==> config.mk <==
export PLATFORM = sky130hd
export DESIGN_NAME = hbs_sequencer
export DESIGN_NICKNAME = d
export VERILOG_FILES = /design/src/hbs_pkg.sv /design/src/hbs_oscillator.sv /design/src/hbs_sequencer.sv
export VERILOG_INCLUDE_DIRS = /design/src /design/src/src
export SDC_FILE = /design/constraint.sdc
export NUM_CORES = 1
export LEC_CHECK = 0
export BUFFER_PORTS_ARGS = -buffer_cell sky130_fd_sc_hd__buf_2
export CAP_MARGIN = 20
export CORE_MARGIN = 4
export CORE_UTILIZATION = 40
export CTS_BUF_LIST = sky130_fd_sc_hd__clkbuf_16
export DETAILED_ROUTE_END_ITERATION = 8
export GPL_TIMING_DRIVEN = 0
export PLACE_DENSITY = 0.65
export SETUP_SLACK_MARGIN = 0.1
export SLEW_MARGIN = 5
export SYNTH_ARGS = -nofsm -noshare
export SYNTH_HDL_FRONTEND = slang
export SYNTH_SLANG_ARGS = --single-unit
==> constraint.sdc <==
create_clock -name core_clk -period 11.5 [get_ports core_clk]
set_clock_uncertainty 0.1 [all_clocks]
set_input_delay 1.15 -clock core_clk [delete_from_list [all_inputs] [get_ports core_clk]]
set_output_delay 1.15 -clock core_clk [all_outputs]
set_load 0.01 [all_outputs]
==> src/hbs_consts.svh <==
// timing, level and reset constants for the half-bridge switch sequencer
// assumes a single 25 MHz core clock and comparator flags already in that domain
//
// Overview of operation
// - boost undervoltage stops switching at low-side turn-on
// - restart at higher boost level, giving hysteresis
// - divide-by-two alternates high and low side
// - oscillator bottom ends each conduction interval
// - switch-on taken from adaptive non-overlap sensing
// - start only with protections ok and enabled
// - turn on opposite switch after slope starts, ends
// - minimum non-overlap time before any switch-on
// - slope past charge time forces switch-on
// - capacitive mode waits for slope to start
// - oscillator slowed while waiting for slope start
// - reduced charge rate until slope start detected
// - oscillator upper level forces switch-on without slope
// - capacitive mode raises switching frequency
`ifndef HBS_CONSTS_SVH
`define HBS_CONSTS_SVH

`define HBS_CLK_PERIOD_NS 40
`define HBS_T_NO_MIN_NS   200
`define HBS_NO_MIN_CYC    ((`HBS_T_NO_MIN_NS + `HBS_CLK_PERIOD_NS - 1) / `HBS_CLK_PERIOD_NS)

`define HBS_OSC_W         16
`define HBS_OSC_UPPER     16'hf000
`define HBS_OSC_LOWER     16'h0000
`define HBS_OSC_RED_DIV   8
`define HBS_CAP_BOOST     16'h0040

`define HBS_DEAD_RST      16'h0000

`endif

==> src/hbs_pkg.sv <==
// types shared by the half-bridge switch sequencer files
// assumes hbs_consts.svh supplies the numeric constants
package hbs_pkg;

  // sequencer states, one-hot
  typedef enum logic [3:0] {
    HBS_STOP  = 4'b0001,
    HBS_DEAD  = 4'b0010,
    HBS_HS_ON = 4'b0100,
    HBS_LS_ON = 4'b1000
  } hbs_state_t;

endpackage : hbs_pkg

==> src/hbs_oscillator.sv <==
// digital triangle oscillator: ramps up (charge) then down (discharge)
// assumes step is held stable by the sequencer and run drops to restart it
`timescale 1ns/10ps
`include "hbs_consts.svh"
module hbs_oscillator #(
  parameter int W       = `HBS_OSC_W,
  parameter int RED_DIV = `HBS_OSC_RED_DIV
) (
  input  wire logic         core_clk,
  input  wire logic         rst_b,
  input  wire logic         run,
  input  wire logic [W-1:0] step,
  input  wire logic         reduced,
  output logic      [W-1:0] level,
  output logic              charging,
  output logic              at_upper,
  output logic              at_lower
);
  import hbs_pkg::*;

  localparam logic [W-1:0] UPPER = W'(`HBS_OSC_UPPER);
  localparam logic [W-1:0] LOWER = W'(`HBS_OSC_LOWER);

  if (RED_DIV < 2 || RED_DIV > 255) begin : g_chk
    $error("hbs_oscillator: RED_DIV out of range");
  end

  logic [7:0] red_cnt;
  logic       red_tick;
  logic [W:0] up_sum;
  logic [W:0] dn_dif;

  // divider for the reduced charge rate, a one-cycle enable pulse
  always_ff @(posedge core_clk) begin
    if (!rst_b || !run || red_tick) begin
      red_cnt <= 8'h00;
    end else begin
      red_cnt <= red_cnt + 8'h01;
    end
  end
  assign red_tick = (red_cnt == 8'(RED_DIV - 1));

  assign up_sum = {1'b0, level} + {1'b0, step};
  assign dn_dif = {1'b0, level} - {1'b0, step};

  // ramp; the charge half only advances on the divider tick when reduced
  always_ff @(posedge core_clk) begin
    if (!rst_b || !run) begin
      level    <= LOWER;
      charging <= 1'b1;
      at_upper <= 1'b0;
      at_lower <= 1'b0;
    end else begin
      at_upper <= 1'b0;
      at_lower <= 1'b0;
      if (charging) begin
        if (!reduced || red_tick) begin
          if (up_sum >= {1'b0, UPPER}) begin
            level    <= UPPER;
            charging <= 1'b0;
            at_upper <= 1'b1;
          end else begin
            level <= up_sum[W-1:0];
          end
        end
      end else if (dn_dif[W] || dn_dif[W-1:0] <= LOWER) begin
        level    <= LOWER;
        charging <= 1'b1;
        at_lower <= 1'b1;
      end else begin
        level <= dn_dif[W-1:0];
      end
    end
  end

endmodule : hbs_oscillator

==> src/hbs_sequencer.sv <==
// half-bridge switch sequencer: gate commands from oscillator and slope sense
// assumes all sense flags are comparator outputs synchronous to core_clk
// assumes slope_active is high while the midpoint is rising or falling
`timescale 1ns/10ps
`include "hbs_consts.svh"
module hbs_sequencer #(
  parameter int W       = `HBS_OSC_W,
  parameter int NO_MIN  = `HBS_NO_MIN_CYC,
  parameter int RED_DIV = `HBS_OSC_RED_DIV
) (
  input  wire logic         core_clk,
  input  wire logic         rst_b,
  input  wire logic [W-1:0] osc_step,
  input  wire logic         boost_above_uvp,
  input  wire logic         boost_above_restart,
  input  wire logic         protect_ok,
  input  wire logic         softstart_enable_input,
  input  wire logic         slope_active,
  output logic              high_side_gate,
  output logic              low_side_gate,
  output logic      [W-1:0] oscillator_cap_node,
  output logic              cap_mode,
  output logic              boost_uvp,
  output logic              forced_on,
  output logic      [15:0]  adaptive_dead_time,
  output hbs_pkg::hbs_state_t seq_state
);
  import hbs_pkg::*;

  if (NO_MIN < 1 || NO_MIN > 65535) begin : g_chk_nomin
    $error("hbs_sequencer: NO_MIN out of range");
  end
  if (W < 16) begin : g_chk_w
    $error("hbs_sequencer: W too small");
  end

  hbs_state_t next_state;

  logic         next_is_hs;
  logic         slope_seen;
  logic         force_pend;
  logic [15:0]  dead_cnt;
  logic         min_done;
  logic         slope_end;
  logic         switch_on;
  logic         start_ok;
  logic         osc_run;
  logic         osc_reduced;
  logic         osc_charging;
  logic         osc_upper;
  logic         osc_lower;
  logic [W-1:0] eff_step;
  logic [W:0]   boost_sum;
  logic [W-1:0] osc_level;

  // start permission: protections, enable level and boost hysteresis
  assign start_ok = protect_ok && softstart_enable_input && !boost_uvp;

  // the slope has started and then finished since turn-off
  assign slope_end = slope_seen && !slope_active;

  // minimum non-overlap counted from the switch-off instant
  assign min_done = (dead_cnt >= 16'(NO_MIN));

  // switch-on decision: adaptive end of slope, or the charge-time limit;
  // without a started slope only the upper level may force it on
  assign switch_on = min_done && (slope_end || force_pend || osc_upper);

  // oscillator runs whenever the bridge is switching
  assign osc_run = (seq_state != HBS_STOP);

  // slow the charge ramp while the midpoint has not yet begun to move
  assign osc_reduced = (seq_state == HBS_DEAD) && !slope_seen && !slope_active;

  // capacitive mode pushes the frequency up; saturates rather than wraps
  assign boost_sum = {1'b0, osc_step} + {1'b0, W'(`HBS_CAP_BOOST)};
  always_comb begin
    eff_step = osc_step;
    if (cap_mode) begin
      eff_step = boost_sum[W] ? {W{1'b1}} : boost_sum[W-1:0];
    end
  end

  hbs_oscillator #(
    .W       (W),
    .RED_DIV (RED_DIV)
  ) u_osc (
    .core_clk (core_clk),
    .rst_b    (rst_b),
    .run      (osc_run),
    .step     (eff_step),
    .reduced  (osc_reduced),
    .level    (osc_level),
    .charging (osc_charging),
    .at_upper (osc_upper),
    .at_lower (osc_lower)
  );

  // next-state logic; states are exclusive so gates can never overlap
  always_comb begin
    next_state = seq_state;
    unique case (seq_state)
      HBS_STOP: begin
        if (start_ok) begin
          next_state = HBS_DEAD;
        end
      end
      HBS_DEAD: begin
        if (!protect_ok || !softstart_enable_input) begin
          next_state = HBS_STOP;
        end else if (switch_on) begin
          if (!next_is_hs && boost_uvp) begin
            next_state = HBS_STOP;
          end else if (next_is_hs) begin
            next_state = HBS_HS_ON;
          end else begin
            next_state = HBS_LS_ON;
          end
        end
      end
      HBS_HS_ON, HBS_LS_ON: begin
        if (!protect_ok || !softstart_enable_input) begin
          next_state = HBS_STOP;
        end else if (osc_lower) begin
          next_state = HBS_DEAD;
        end
      end
      default: begin
        next_state = HBS_STOP;
      end
    endcase
  end

  // state register
  always_ff @(posedge core_clk) begin
    if (!rst_b) begin
      seq_state <= HBS_STOP;
    end else begin
      seq_state <= next_state;
    end
  end

  // gate commands come straight from the next state, one flop each
  always_ff @(posedge core_clk) begin
    if (!rst_b) begin
      high_side_gate <= 1'b0;
      low_side_gate  <= 1'b0;
    end else begin
      high_side_gate <= (next_state == HBS_HS_ON);
      low_side_gate  <= (next_state == HBS_LS_ON);
    end
  end

  // divide-by-two: the side to turn on flips at every switch-on
  always_ff @(posedge core_clk) begin
    if (!rst_b) begin
      next_is_hs <= 1'b0;
    end else if (seq_state == HBS_STOP) begin
      next_is_hs <= 1'b0; // low side first so the bootstrap charges
    end else if (seq_state == HBS_DEAD && next_state != HBS_DEAD) begin
      next_is_hs <= !next_is_hs;
    end
  end

  // slope tracking inside the non-overlap window
  always_ff @(posedge core_clk) begin
    if (!rst_b || seq_state != HBS_DEAD) begin
      slope_seen <= 1'b0;
    end else if (slope_active) begin
      slope_seen <= 1'b1;
    end
  end

  // upper level seen before the minimum ran out: hold the force request
  always_ff @(posedge core_clk) begin
    if (!rst_b || seq_state != HBS_DEAD) begin
      force_pend <= 1'b0;
    end else if (osc_upper) begin
      force_pend <= 1'b1;
    end
  end

  // non-overlap counter, saturating, restarted at every switch-off
  always_ff @(posedge core_clk) begin
    if (!rst_b || seq_state != HBS_DEAD) begin
      dead_cnt <= `HBS_DEAD_RST;
    end else if (dead_cnt != 16'hffff) begin
      dead_cnt <= dead_cnt + 16'h0001;
    end
  end

  // last measured non-overlap time, in core clock cycles
  always_ff @(posedge core_clk) begin
    if (!rst_b) begin
      adaptive_dead_time <= `HBS_DEAD_RST;
    end else if (seq_state == HBS_DEAD && next_state != HBS_DEAD) begin
      adaptive_dead_time <= dead_cnt + 16'h0001;
    end
  end

  // forced switch-on marker: one cycle, aligned with the gate edge
  always_ff @(posedge core_clk) begin
    if (!rst_b) begin
      forced_on <= 1'b0;
    end else begin
      forced_on <= (seq_state == HBS_DEAD) && (next_state == HBS_HS_ON ||
                   next_state == HBS_LS_ON) && !slope_end;
    end
  end

  // boost undervoltage with hysteresis; a trip in the release cycle wins
  always_ff @(posedge core_clk) begin
    if (!rst_b) begin
      boost_uvp <= 1'b1;
    end else if (!boost_above_uvp) begin
      boost_uvp <= 1'b1;
    end else if (boost_above_restart) begin
      boost_uvp <= 1'b0;
    end
  end

  // capacitive mode: upper level reached with no slope; cleared by a
  // normal slope end; detection wins over a clear in the same cycle
  always_ff @(posedge core_clk) begin
    if (!rst_b || seq_state == HBS_STOP) begin
      cap_mode <= 1'b0;
    end else if (seq_state == HBS_DEAD && osc_upper && !slope_seen && !slope_active) begin
      cap_mode <= 1'b1;
    end else if (seq_state == HBS_DEAD && slope_end) begin
      cap_mode <= 1'b0;
    end
  end

  // oscillator level mirror for observation
  always_ff @(posedge core_clk) begin
    if (!rst_b) begin
      oscillator_cap_node <= W'(`HBS_OSC_LOWER);
    end else begin
      oscillator_cap_node <= osc_level;
    end
  end

endmodule : hbs_sequencer
==> out/metrics.csv, run 1 <==
stage,metric,value,unit
final_layout,"commonest non-fill, non-tap cell in the layout",nor2_1,
worst_setup_path,Slowest cell on crit path,nor3_2,
global_route,total gr overflow,0,
clocking,CTS Buf Count,9,
worst_setup_path,r2r worst-path depth,17,
global_route,vias in the first global route,4961,
placement,PortBufs,62,
final_layout,fillers,1343,
global_route,largest net degree at the start of global routing,16,
logic_synthesis,Synth Warn #,0,
final_layout,"commonest cells after routing, fill and taps aside","nor2_1, dfxtp_1, buf_2",
timing,period utilisation layout,0.479,
logic_synthesis,Mapped Area,5450,µm²
logic_synthesis,"Distinct cells, synth",59,
worst_setup_path,Setup CP Type,input pin to flop,
worst_setup_path,cells along the critical path,buf_2 > ha_1 > and3_1 > nand2_1 > nand2b_1 > ha_1 > inv_1 > fa_1 > nand2b_1 > a2111o_1 > a2111o_1 > o31ai_2 > xnor2_1 > nor4b_4 > nor3_2 > a22o_1 > mux2i_1 > a21oi_1,
logic_synthesis,Synth Instances,691,
clocking,clock tree buffer depth,2,
clocking,H-tree levels,3,
route,WL final,14200,µm
clocking,TritonCTS clock tree,done,
timing,Pins Over Slew Limit,0,
worst_setup_path,worst path bufs/invs,2,
route,Final ANT Viol Nets,0,
power_and_ir_drop,P_sw,0.158,mW
timing,Tightest Pin Transition,738,ps
global_route,initial antenna violation count,0,
hold_path,Hold Path End,u_osc.red_cnt[0],
power_and_ir_drop,Int Power,0.539,mW
power_and_ir_drop,sequential power share,0.435,
timing,Max transition margin,0.507,
final_layout,fin nets,828,
placement,Placed Area,5980,µm²
floorplanning,io pins,64,
clocking,Post-CTS Setup Bufs,0,
timing,endpoints failing setup,0,
route,total number of vias,5128,
route,WL/cell,15.0,µm
outcome,status,finished clean,
worst_setup_path,Critical Path Sink Type,flop,
route,Detailed Route Iter0 Violations,357,
power_and_ir_drop,Clk network pwr share,0.475,
hold_path,Min-Delay Path Class,flop to flop,
power_and_ir_drop,peak supply drop,0.0780,mV
global_route,GRT Util Overall,0.182,
final_layout,post-route cell area,6330,µm²
worst_setup_path,CP required,11670,ps
logic_synthesis,"Primary FF master, synth",dfxtp_1,
floorplanning,Die X,125,µm
logic_synthesis,mean post-synth cell area,7.89,µm²
hold_path,hold path start,u_osc.red_cnt[0],
floorplanning,row cnt,42,
worst_setup_path,Critical R2R Launch,cap_mode,
power_and_ir_drop,combinational fraction of design power,0.089,
timing,final-report hold violation count,0,
timing,crit path time final,5500,ps
clocking,Clock Pin Slew Worst Setup and Hold Paths,60,ps
logic_synthesis,number of synthesized flops with an enable pin,0,
placement,Placer Congestion,0.915,
timing,fmax,182,MHz
route,1st-pass router iterations,5,
clocking,CTS resizes,0,
power_and_ir_drop,sw frac,0.227,
worst_setup_path,CP top delay family,compound AO/OA/AOI/OAI gates,
power_and_ir_drop,P per Cell Area,110,nW/µm²
job,number of max-cap violations,0,
final_layout,Area Growth Syn to Fin,16.1,%
floorplanning,Die Height,125,µm
worst_setup_path,critical path's largest stage delay,560,ps
clocking,# clock sinks,87,
clocking,CTS root buf,clkbuf_16,
worst_setup_path,crit path DAT,5680,ps
logic_synthesis,sequential area share after synthesis,0.320,
floorplanning,core box area,13300,µm²
floorplanning,die area,15600,µm²
placement,HPWL Detailed,11300,µm
final_layout,share of post-route cells with drive strength above 1,0.113,
route,detailed-route vias per instance,5.43,
power_and_ir_drop,P_leak,2.67,nW
worst_setup_path,CP max FO,10,
global_route,first-pass GRT wire length,23800,µm
clocking,CTS Hold Bufs,0,
logic_synthesis,"Net Count, Synth",755,
final_layout,Antenna Cells,0,
clocking,Skew-Pair Late Insertion Delay,340,ps
floorplanning,Initial Util,0.410,
worst_setup_path,critical path startpoint category,input pin,
worst_setup_path,R2R setup slack,6330,ps
worst_setup_path,RR Endpoint,u_osc.level[6],
logic_synthesis,Post-synth ARST share,0,
route,DRC viols,0,
timing,total negative slack,0,ps
hold_path,hold depth,1,
timing,unrepaired setup endpoints after global routing,false,
logic_synthesis,Yosys reg bits,87,
-- logic make-up (layout without fill, tap and decap cells) --
group,count (synthesis),after routing,synth area share
flops,87,87,0.320
buf+inv,73,151,0.0507
fa+ha+maj,41,41,0.0969
simple gates,279,279,0.254
compound gates,158,158,0.192
xor+xnor,48,48,0.0771
mux,5,5,0.00964
-- how the worst max path moves through the flow --
stage | depth (start not counted) | end | startpoint | slack, ps
2_1_floorplan | 17 | u_osc.level[6] | osc_step[6] | 6510
3_3_place_gp | 18 | u_osc.level[6] | osc_step[6] | 5710
3_5_place_dp | 18 | u_osc.level[6] | osc_step[6] | 5580
4_1_cts | 18 | u_osc.level[6] | osc_step[6] | 5920
5_1_grt | 18 | u_osc.level[6] | osc_step[6] | 5590
6_report | 18 | u_osc.level[6] | osc_step[6] | 6000
-- synth_stat cells, types with 3 or more instances --
cell type / count / area share
or3_1: 3 / 0.0034
a22oi_1: 5 / 0.0069
ha_1: 39 / 0.090
nand3b_1: 4 / 0.0055
and2_1: 18 / 0.021
inv_1: 45 / 0.031
o21a_1: 6 / 0.0083
a311oi_1: 3 / 0.0048
nor3b_1: 5 / 0.0069
nor3_1: 16 / 0.015
o21ai_0: 16 / 0.015
xnor2_1: 29 / 0.047
clkbuf_1: 23 / 0.016
nand4_1: 7 / 0.0080
and3_1: 13 / 0.015
o21bai_1: 4 / 0.0055
a21o_1: 4 / 0.0055
o211ai_1: 4 / 0.0055
nand3_1: 33 / 0.030
a221oi_1: 6 / 0.0096
nand2b_1: 19 / 0.022
o31ai_1: 3 / 0.0041
dfxtp_1: 87 / 0.32
nor2b_1: 9 / 0.010
mux2i_1: 3 / 0.0055
a211oi_1: 20 / 0.028
nor2_1: 96 / 0.066
o22ai_1: 3 / 0.0034
a2111o_1: 3 / 0.0062
xor2_1: 19 / 0.031
a21oi_1: 57 / 0.052
nand2_1: 41 / 0.028
a31oi_1: 5 / 0.0057
nor4_1: 6 / 0.0069
-- layout make-up --
type                    count  area [µm²]  area share
multi-input cells         531        3430       0.542
well taps                 176         220      0.0348
flip-flops and latches     87        1740       0.275
clock inverters             7         121      0.0192
plain buffers              27         104      0.0164
clock buffers               9         225      0.0356
repair buffers             62         310      0.0490
inverters                  46         173      0.0273
-- routing by layer --
metal,wire length (µm),share of wire,vias up,global-route usage
li1,-,-,2561,-
met1,6500,0.46,2420,0.235
met2,6820,0.48,134,0.315
met3,709,0.050,13,0.0296
met4,167,0.012,0,0.0509
met5,0,0,-,0
-- state kept, by name, indices dropped and copies added, names as in the netlist, 4 cells and up --
signal,count
adaptive_dead_time,16
dead_cnt,16
oscillator_cap_node,16
seq_state,4
u_osc.level,16
u_osc.red_cnt,8
-- worst reg2reg max path: cells and delay by family (launching register included) --
family	cells	cell delay [ps]
adder cells (fa/ha/maj)	2	640
AND/OR/NAND/NOR	6	1630
AO/OA/AOI/OAI	5	1620
XOR/XNOR	1	240
buffers and inverters	2	470
multiplexers	1	70
flip-flops	1	350
-- power groups by stage --
stage                     logic [mW]  registers (mW)  clock network, mW
after CTS                     0.0620           0.304              0.337
after detailed placement      0.0616           0.310                  0
after floorplan               0.0438           0.310                  0
final                         0.0624           0.304              0.331
after global placement        0.0601           0.310                  0
after global routing          0.0699           0.304              0.350
-- metrics by stage --
stage | setup slack [ps] | power [mW] | util | instances | hold slack, ps
after floorplan | 6510 | 0.354 | - | 691 | 326
after global placement | 5710 | 0.370 | 0.450 | 929 | 342
after detailed placement | 5580 | 0.372 | 0.450 | 929 | 350
after CTS | 5920 | 0.703 | 0.476 | 945 | 363
after global routing | 5590 | 0.724 | 0.476 | 945 | 403
final | 6000 | 0.697 | 0.476 | 945 | 360
Power figures use the tool's default switching activity.
==> inputs of run 2 (changes only) <==
Clock period 11.5 ns to 5.3 ns, I/O delays scaled along.
==> run 2 against run 1 <==
  * Critical path depth shrank 1
  * Global-route usage is the same
  * Clock-buffer cell count is the same
  * Via count grew 0.27%
  * Setup slack lost 5400 ps
  * Worst hold slack lost 70 ps
  * Clock power grew 120%
  * Cell area grew 0.38%
  * First-iteration DRC count grew 2.0%
  * Core utilization grew 0.18 points
  * Routed wire length is essentially flat
  * Critical endpoint is now u_osc.level[1]
==> out/metrics.csv, run 2 (synthesis gave the netlist of run 1 again) <==
stage,metric,value,unit,change
placement,HPWL Detailed,11300,µm,unchanged
power_and_ir_drop,P per Cell Area,238,nW/µm²,+120%
power_and_ir_drop,Tot Pwr,1.51,mW,+120%
final_layout,fin nets,829,,+0.12%
route,DRC viols,0,,unchanged
route,WL final,14200,µm,about the same
timing,worst hold slack,290,ps,-69.6 ps
worst_setup_path,cells along the critical path,clkbuf_2 > and3_1 > nand2_1 > inv_1 > and3_1 > mux2_2 > ha_1 > or3_1 > nor4_1 > a211oi_1 > a221oi_1 > and3_1 > nand4_1 > and2_1 > clkbuf_1 > a221oi_1 > a211oi_1,,
final_layout,"commonest cells after routing, fill and taps aside","nor2_1, dfxtp_1, buf_2",,
floorplanning,row cnt,42,,unchanged
timing,Max transition margin,0.542,,+0.0355
timing,unrepaired setup endpoints after global routing,false,,
worst_setup_path,R2R setup slack,580,ps,-5750 ps
route,Detailed Route Iter0 Violations,364,,+2.0%
route,WL/cell,15.0,µm,about the same
worst_setup_path,Most Frequent Cell on Critical Path,and3_1,,
global_route,total gr overflow,0,,unchanged
worst_setup_path,crit path DAT,4830,ps,-850 ps
worst_setup_path,Critical Path Sink Type,flop,,
timing,endpoints failing setup,0,,unchanged
placement,Post-Place Worst Slack,-0.0737,ps,-5580 ps
job,number of max-cap violations,0,,unchanged
hold_path,Min-Delay Path Class,input pin to flop,,
worst_setup_path,critical path's largest stage delay,460,ps,-100 ps
floorplanning,Initial Util,0.410,,unchanged
global_route,first-pass GRT wire length,23800,µm,unchanged
clocking,CTS root buf,clkbuf_16,,
placement,PortBufs,62,,unchanged
final_layout,Area Growth Syn to Fin,16.5,%,
final_layout,Final Util,0.478,,+0.00179
final_layout,Antenna Cells,0,,unchanged
timing,total negative slack,0,ps,unchanged
timing,Pins Over Slew Limit,0,,unchanged
timing,Tightest Pin Transition,685,ps,-53.1 ps
route,1st-pass router iterations,5,,unchanged
worst_setup_path,worst path bufs/invs,3,,+1
clocking,clock tree buffer depth,2,,unchanged
clocking,# clock sinks,87,,unchanged
final_layout,fillers,1338,,-0.37%
clocking,Skew-Pair Late Insertion Delay,340,ps,about the same
timing,final-report hold violation count,0,,unchanged
timing,fmax,212,MHz,
worst_setup_path,CP top delay family,simple AND/OR/NAND/NOR gates,,
power_and_ir_drop,peak supply drop,0.169,mV,+120%
timing,period utilisation layout,0.891,,
worst_setup_path,r2r worst-path depth,17,,unchanged
worst_setup_path,Critical R2R Launch,cap_mode,,
final_layout,post-route cell area,6350,µm²,+0.38%
worst_setup_path,Setup CP Type,flop to flop,,
worst_setup_path,Worst path depth,17,,-1
clocking,TritonCTS clock tree,done,,
global_route,initial antenna violation count,0,,unchanged
worst_setup_path,CP endpoint,u_osc.level[1],,
clocking,Clock Pin Slew Worst Setup and Hold Paths,60,ps,about the same
worst_setup_path,critical path startpoint category,flop,,
global_route,vias in the first global route,4961,,unchanged
final_layout,"commonest non-fill, non-tap cell in the layout",nor2_1,,
placement,Placer Congestion,0.915,,unchanged
worst_setup_path,Slowest cell on crit path,nor4_1,,
route,total number of vias,5142,,+0.27%
final_layout,post-route insts no fill,946,,+0.11%
floorplanning,die area,15600,µm²,unchanged
route,detailed-route vias per instance,5.44,,+0.17%
worst_setup_path,RR Endpoint,u_osc.level[1],,
route,Final ANT Viol Nets,0,,unchanged
placement,dpl cells,929,,unchanged
timing,crit path time final,4720,ps,
floorplanning,core box area,13300,µm²,unchanged
global_route,GRT Util Overall,0.182,,unchanged
power_and_ir_drop,P_leak,2.68,nW,+0.56%
clocking,CTS Buf Count,9,,unchanged
final_layout,share of post-route cells with drive strength above 1,0.118,,+0.00505
global_route,largest net degree at the start of global routing,16,,unchanged
placement,Placed Area,5980,µm²,unchanged
worst_setup_path,Crit. Startpoint,cap_mode,,
timing,setup ws final,580,ps,-5420 ps
floorplanning,Die X,125,µm,unchanged
clocking,H-tree levels,3,,unchanged
worst_setup_path,CP max FO,9,,-1
floorplanning,Die Height,125,µm,unchanged
outcome,status,finished clean,,
floorplanning,io pins,64,,unchanged
worst_setup_path,CP required,5410,ps,-6260 ps
## run 2: cell type report
type | instances | area (µm²) | share of cell area
tap | 176 | 220 | 0.0347
inverter | 46 | 173 | 0.0272
multi-input combinational | 531 | 3450 | 0.543
sequential | 87 | 1740 | 0.274
timing repair buffer | 63 | 318 | 0.0500
clock inverter | 7 | 121 | 0.0191
buffer | 27 | 105 | 0.0165
clock buffer | 9 | 225 | 0.0355
## run 2: power breakdown
| part | switching, mW | internal (mW) | total [mW] | leakage, nW |
|---|---|---|---|---|
| clock network | 0.256 | 0.462 | 0.718 | 0.170 |
| logic | 0.0842 | 0.0526 | 0.137 | 1.81 |
| registers | 0.00251 | 0.656 | 0.659 | 0.701 |
## run 2: how the worst min path moves through the flow
stage                                 from                to  slack (ps)  depth (start not counted)
after floorplan           u_osc.red_cnt[0]  u_osc.red_cnt[0]         330                          1
after detailed placement  u_osc.red_cnt[0]  u_osc.red_cnt[0]         350                          1
final                      boost_above_uvp         boost_uvp         290                          2
after CTS                  boost_above_uvp         boost_uvp         280                          2
after global routing       boost_above_uvp         boost_uvp         280                          2
after global placement    u_osc.red_cnt[0]  u_osc.red_cnt[0]         340                          1
## run 2: layer usage
layer / part of all wire / up-vias / global-route usage
met4: 0.012 / 0 / 0.0509
met5: 0 / - / 0
met1: 0.46 / 2403 / 0.235
met3: 0.053 / 17 / 0.0296
li1: - / 2566 / -
met2: 0.48 / 156 / 0.315
## run 2: what timing repair did
| item | CTS | global route |
|---|---|---|
| hold buffers | 0 | 0 |
| gates resized for setup | 1 | 4 |
| pin swaps | 0 | 2 |
| setup buffers | 0 | 1 |
| setup endpoints to repair | 1 | 6 |
==> inputs of run 3 (changes only) <==
Settings changed: ABC_AREA from default to 1.
==> run 3 against run 2 <==
  * Final cell count up 21%
  * Clock power down 9.7%
  * Worst hold slack worse by 2.3 ps
  * Core utilization fell by 0.99 points
  * Total power fell by 1.7%
  * Fmax up 19%
  * Via count grew 9.8%
  * Sequential power increased by 0.6%
  * Highest routed layer unchanged
==> out/metrics.csv, run 3 <==
stage,metric,value,unit,change
logic_synthesis,mux contribution to synthesized area,0,,-0.00964
clocking,CTS resizes,0,,-1
worst_setup_path,cells along the critical path,clkbuf_2 > nand4_1 > nor2_1 > nand2_1 > nor2_1 > or2_2 > ha_1 > inv_1 > fa_1 > nand2_1 > nand2_2 > nand3_1 > nand2_1 > nand2_1 > nand4_1 > nand2_1 > nand2_1 > nor2_4 > nand3_4 > nand3_4 > inv_1 > nand2_1 > a21oi_1,,
clocking,H-tree levels,3,,unchanged
final_layout,"commonest non-fill, non-tap cell in the layout",nand2_1,,
logic_synthesis,Synth Instances,888,,+29%
worst_setup_path,crit path DAT,4070,ps,-760 ps
timing,Max transition margin,0.611,,+0.0690
outcome,status,finished clean,,
worst_setup_path,Setup CP Type,flop to flop,,
floorplanning,Die Height,130,µm,+4.4%
logic_synthesis,Synth Warn #,0,,unchanged
logic_synthesis,XOR/XNOR share of the synthesized area,0.0396,,-0.0376
final_layout,fillers,1525,,+14%
logic_synthesis,"Net Count, Synth",952,,+26%
floorplanning,io pins,64,,unchanged
timing,period utilisation layout,0.750,,-0.140
floorplanning,die area,17000,µm²,+9.0%
global_route,vias in the first global route,5318,,+7.2%
worst_setup_path,CP required,5400,ps,about the same
hold_path,Min-Delay Path Class,input pin to flop,,
global_route,total gr overflow,0,,unchanged
route,Final ANT Viol Nets,0,,unchanged
global_route,first-pass GRT wire length,24900,µm,+4.9%
timing,unrepaired setup endpoints after global routing,false,,
final_layout,Area Growth Syn to Fin,14.2,%,
logic_synthesis,synth cell count leaders,"nand2_1, inv_1, dfxtp_1",,
clocking,clock tree buffer depth,2,,unchanged
route,detailed-route vias per instance,4.91,,-9.6%
floorplanning,Initial Util,0.410,,about the same
clocking,CTS root buf,clkbuf_16,,
power_and_ir_drop,P per Cell Area,218,nW/µm²,-8.5%
route,total number of vias,5645,,+9.8%
placement,PortBufs,63,,+1.6%
worst_setup_path,critical path's largest stage delay,460,ps,about the same
global_route,initial antenna violation count,0,,unchanged
worst_setup_path,worst path bufs/invs,3,,unchanged
worst_setup_path,CP max FO,8,,-1
final_layout,"commonest cells after routing, fill and taps aside","nand2_1, inv_1, dfxtp_1",,
power_and_ir_drop,P_leak,3.57,nW,+33%
job,number of max-cap violations,0,,unchanged
clocking,Clock Pin Slew Worst Setup and Hold Paths,60,ps,about the same
timing,endpoints failing setup,0,,unchanged
logic_synthesis,sequential area share after synthesis,0.291,,-0.0282
logic_synthesis,mean post-synth cell area,6.73,µm²,-15%
route,DRC viols,0,,unchanged
timing,Pins Over Slew Limit,0,,unchanged
clocking,Post-CTS Setup Bufs,0,,unchanged
worst_setup_path,critical path startpoint category,flop,,
logic_synthesis,Post-synth ARST share,0,,unchanged
global_route,largest net degree at the start of global routing,14,,-2
route,Detailed Route Iter0 Violations,396,,+8.8%
placement,HPWL Detailed,12100,µm,+6.7%
floorplanning,row cnt,44,,+4.8%
final_layout,share of post-route cells with drive strength above 1,0.155,,+0.0373
route,1st-pass router iterations,5,,unchanged
final_layout,fin nets,1026,,+24%
global_route,GRT Util Overall,0.180,,-0.00262
logic_synthesis,Post-Synth Simple-Gate Area,0.328,,+0.0736
clocking,CTS Buf Count,9,,unchanged
worst_setup_path,Critical Path Sink Type,flop,,
final_layout,Antenna Cells,0,,unchanged
logic_synthesis,post-synth top area share,0.291,,-0.0282
global_route,GRT busiest layer,met2,,
floorplanning,Die X,130,µm,+4.4%
worst_setup_path,Most Frequent Cell on Critical Path,nand2_1,,
global_route,grt met1 use,0.243,,+0.00785
logic_synthesis,post-synth top area cell,dfxtp_1,,
logic_synthesis,number of synthesized flops with an enable pin,0,,unchanged
route,WL final,14800,µm,+4.0%
timing,Tightest Pin Transition,581,ps,-104 ps
timing,total negative slack,0,ps,unchanged
logic_synthesis,largest family of logic cells by synthesized area,simple AND/OR/NAND/NOR gates,,
floorplanning,core box area,14600,µm²,+9.7%
power_and_ir_drop,Tot Pwr,1.49,mW,-1.7%
timing,final-report hold violation count,0,,unchanged
timing,fmax,252,MHz,+19%
clocking,# clock sinks,87,,unchanged
clocking,CTS Hold Bufs,0,,unchanged
logic_synthesis,"Distinct cells, synth",50,,-15%
clocking,Skew-Pair Late Insertion Delay,340,ps,about the same
logic_synthesis,"Primary FF master, synth",dfxtp_1,,
global_route,met3 usage,0.0233,,-0.00626
worst_setup_path,CP top delay family,simple AND/OR/NAND/NOR gates,,
logic_synthesis,Yosys reg bits,87,,unchanged
logic_synthesis,largest cells by area after synthesis,"dfxtp_1, nand2_1, inv_1",,
clocking,TritonCTS clock tree,done,,
logic_synthesis,Mapped Area,5980,µm²,+9.7%
timing,crit path time final,3980,ps,-744 ps
global_route,met2 GRT Util,0.302,,-0.0135
worst_setup_path,Slowest cell on crit path,nor2_1,,
logic_synthesis,Synth Area in Compound Gates,0.125,,-0.0672
logic_synthesis,most numerous cell in the Yosys netlist,nand2_1,,
placement,Placer Congestion,0.886,,-3.2%
power_and_ir_drop,peak supply drop,0.167,mV,-1.4%
route,WL/cell,12.9,µm,-14%
logic_synthesis,area share of fa/ha/maj cells after synthesis,0.0883,,-0.00856
[run 3: cell count changes after synthesis, moves of 13 or more]
cell | previous run | this run
a211oi_1 | 20 | 1
and2_1 | 18 | 0
clkbuf_1 | 23 | 6
inv_1 | 45 | 147
nand2_1 | 41 | 190
nand2b_1 | 19 | 0
nand3_1 | 33 | 57
nand4_1 | 7 | 24
nor2_2 | 0 | 13
o21ai_0 | 16 | 35
xnor2_1 | 29 | 7
[run 3: cell type report]
type	count	area, µm²	share of cell area
Inverter	159	597	0.0874
Clock buffer	9	225	0.0330
Buffer	23	170	0.0249
Clock inverter	5	76.3	0.0112
Timing Repair Buffer	63	315	0.0462
Multi-Input combinational cell	619	3470	0.508
Sequential cell	87	1740	0.255
Tap cell	184	230	0.0337
[run 3: cells by family (layout without fill, tap and decap cells)]
kind of cell | after synthesis | count (layout)
XOR/XNOR | 27 | 27
AND/OR/NAND/NOR | 421 | 421
AO/OA/AOI/OAI | 130 | 130
flip-flops | 87 | 87
buffers and inverters | 182 | 259
adder cells (fa/ha/maj) | 41 | 41
[run 3: worst reg2reg max path, cell delays in order (launching register included)]
cell	delay [ps]
dfxtp_1	330
clkbuf_2	240
nand4_1	180
nor2_1	130
nand2_1	90
nor2_1	460
or2_2	230
ha_1	180
inv_1	60
fa_1	400
nand2_1	100
nand2_2	80
nand3_1	100
nand2_1	110
nand2_1	110
nand4_1	80
nand2_1	150
nand2_1	120
nor2_4	130
nand3_4	120
nand3_4	120
inv_1	100
nand2_1	70
a21oi_1	50
[run 3: path summary, 6_finish.rpt]
kind                                        from               end  slack (ps)  cells after the start
worst max-delay path                    cap_mode   u_osc.level[15]        1320                     23
worst min-delay path             boost_above_uvp         boost_uvp         290                      2
worst max register to register          cap_mode   u_osc.level[15]        1320                     23
worst min register to register  u_osc.red_cnt[0]  u_osc.red_cnt[0]         350                      1
[run 3: per-stage QoR]
stage	hold WS (ps)	setup WS, ps	cells	util	area [µm²]
finish	288	1320	1149	0.468	6830
global route	291	862	1149	0.468	6830
CTS	279	1260	1149	0.468	6830
detailed placement	340	1010	1135	0.447	6520
global placement	330	993	1135	0.447	6520
floorplan	318	1900	888	-	5980
[run 3: per-layer routing]
| metal | wire length, µm | vias up | share of wire |
|---|---|---|---|
| li1 | - | 2971 | - |
| met4 | 266 | 0 | 0.018 |
| met3 | 741 | 19 | 0.050 |
| met2 | 6740 | 147 | 0.46 |
| met1 | 7030 | 2508 | 0.48 |
| met5 | 0 | - | 0 |
[run 3: where the power goes]
part	switching (mW)	internal [mW]	leakage, nW
Sequential	0.00495	0.658	0.701
Combinational	0.114	0.0623	2.72
Clock	0.243	0.405	0.150
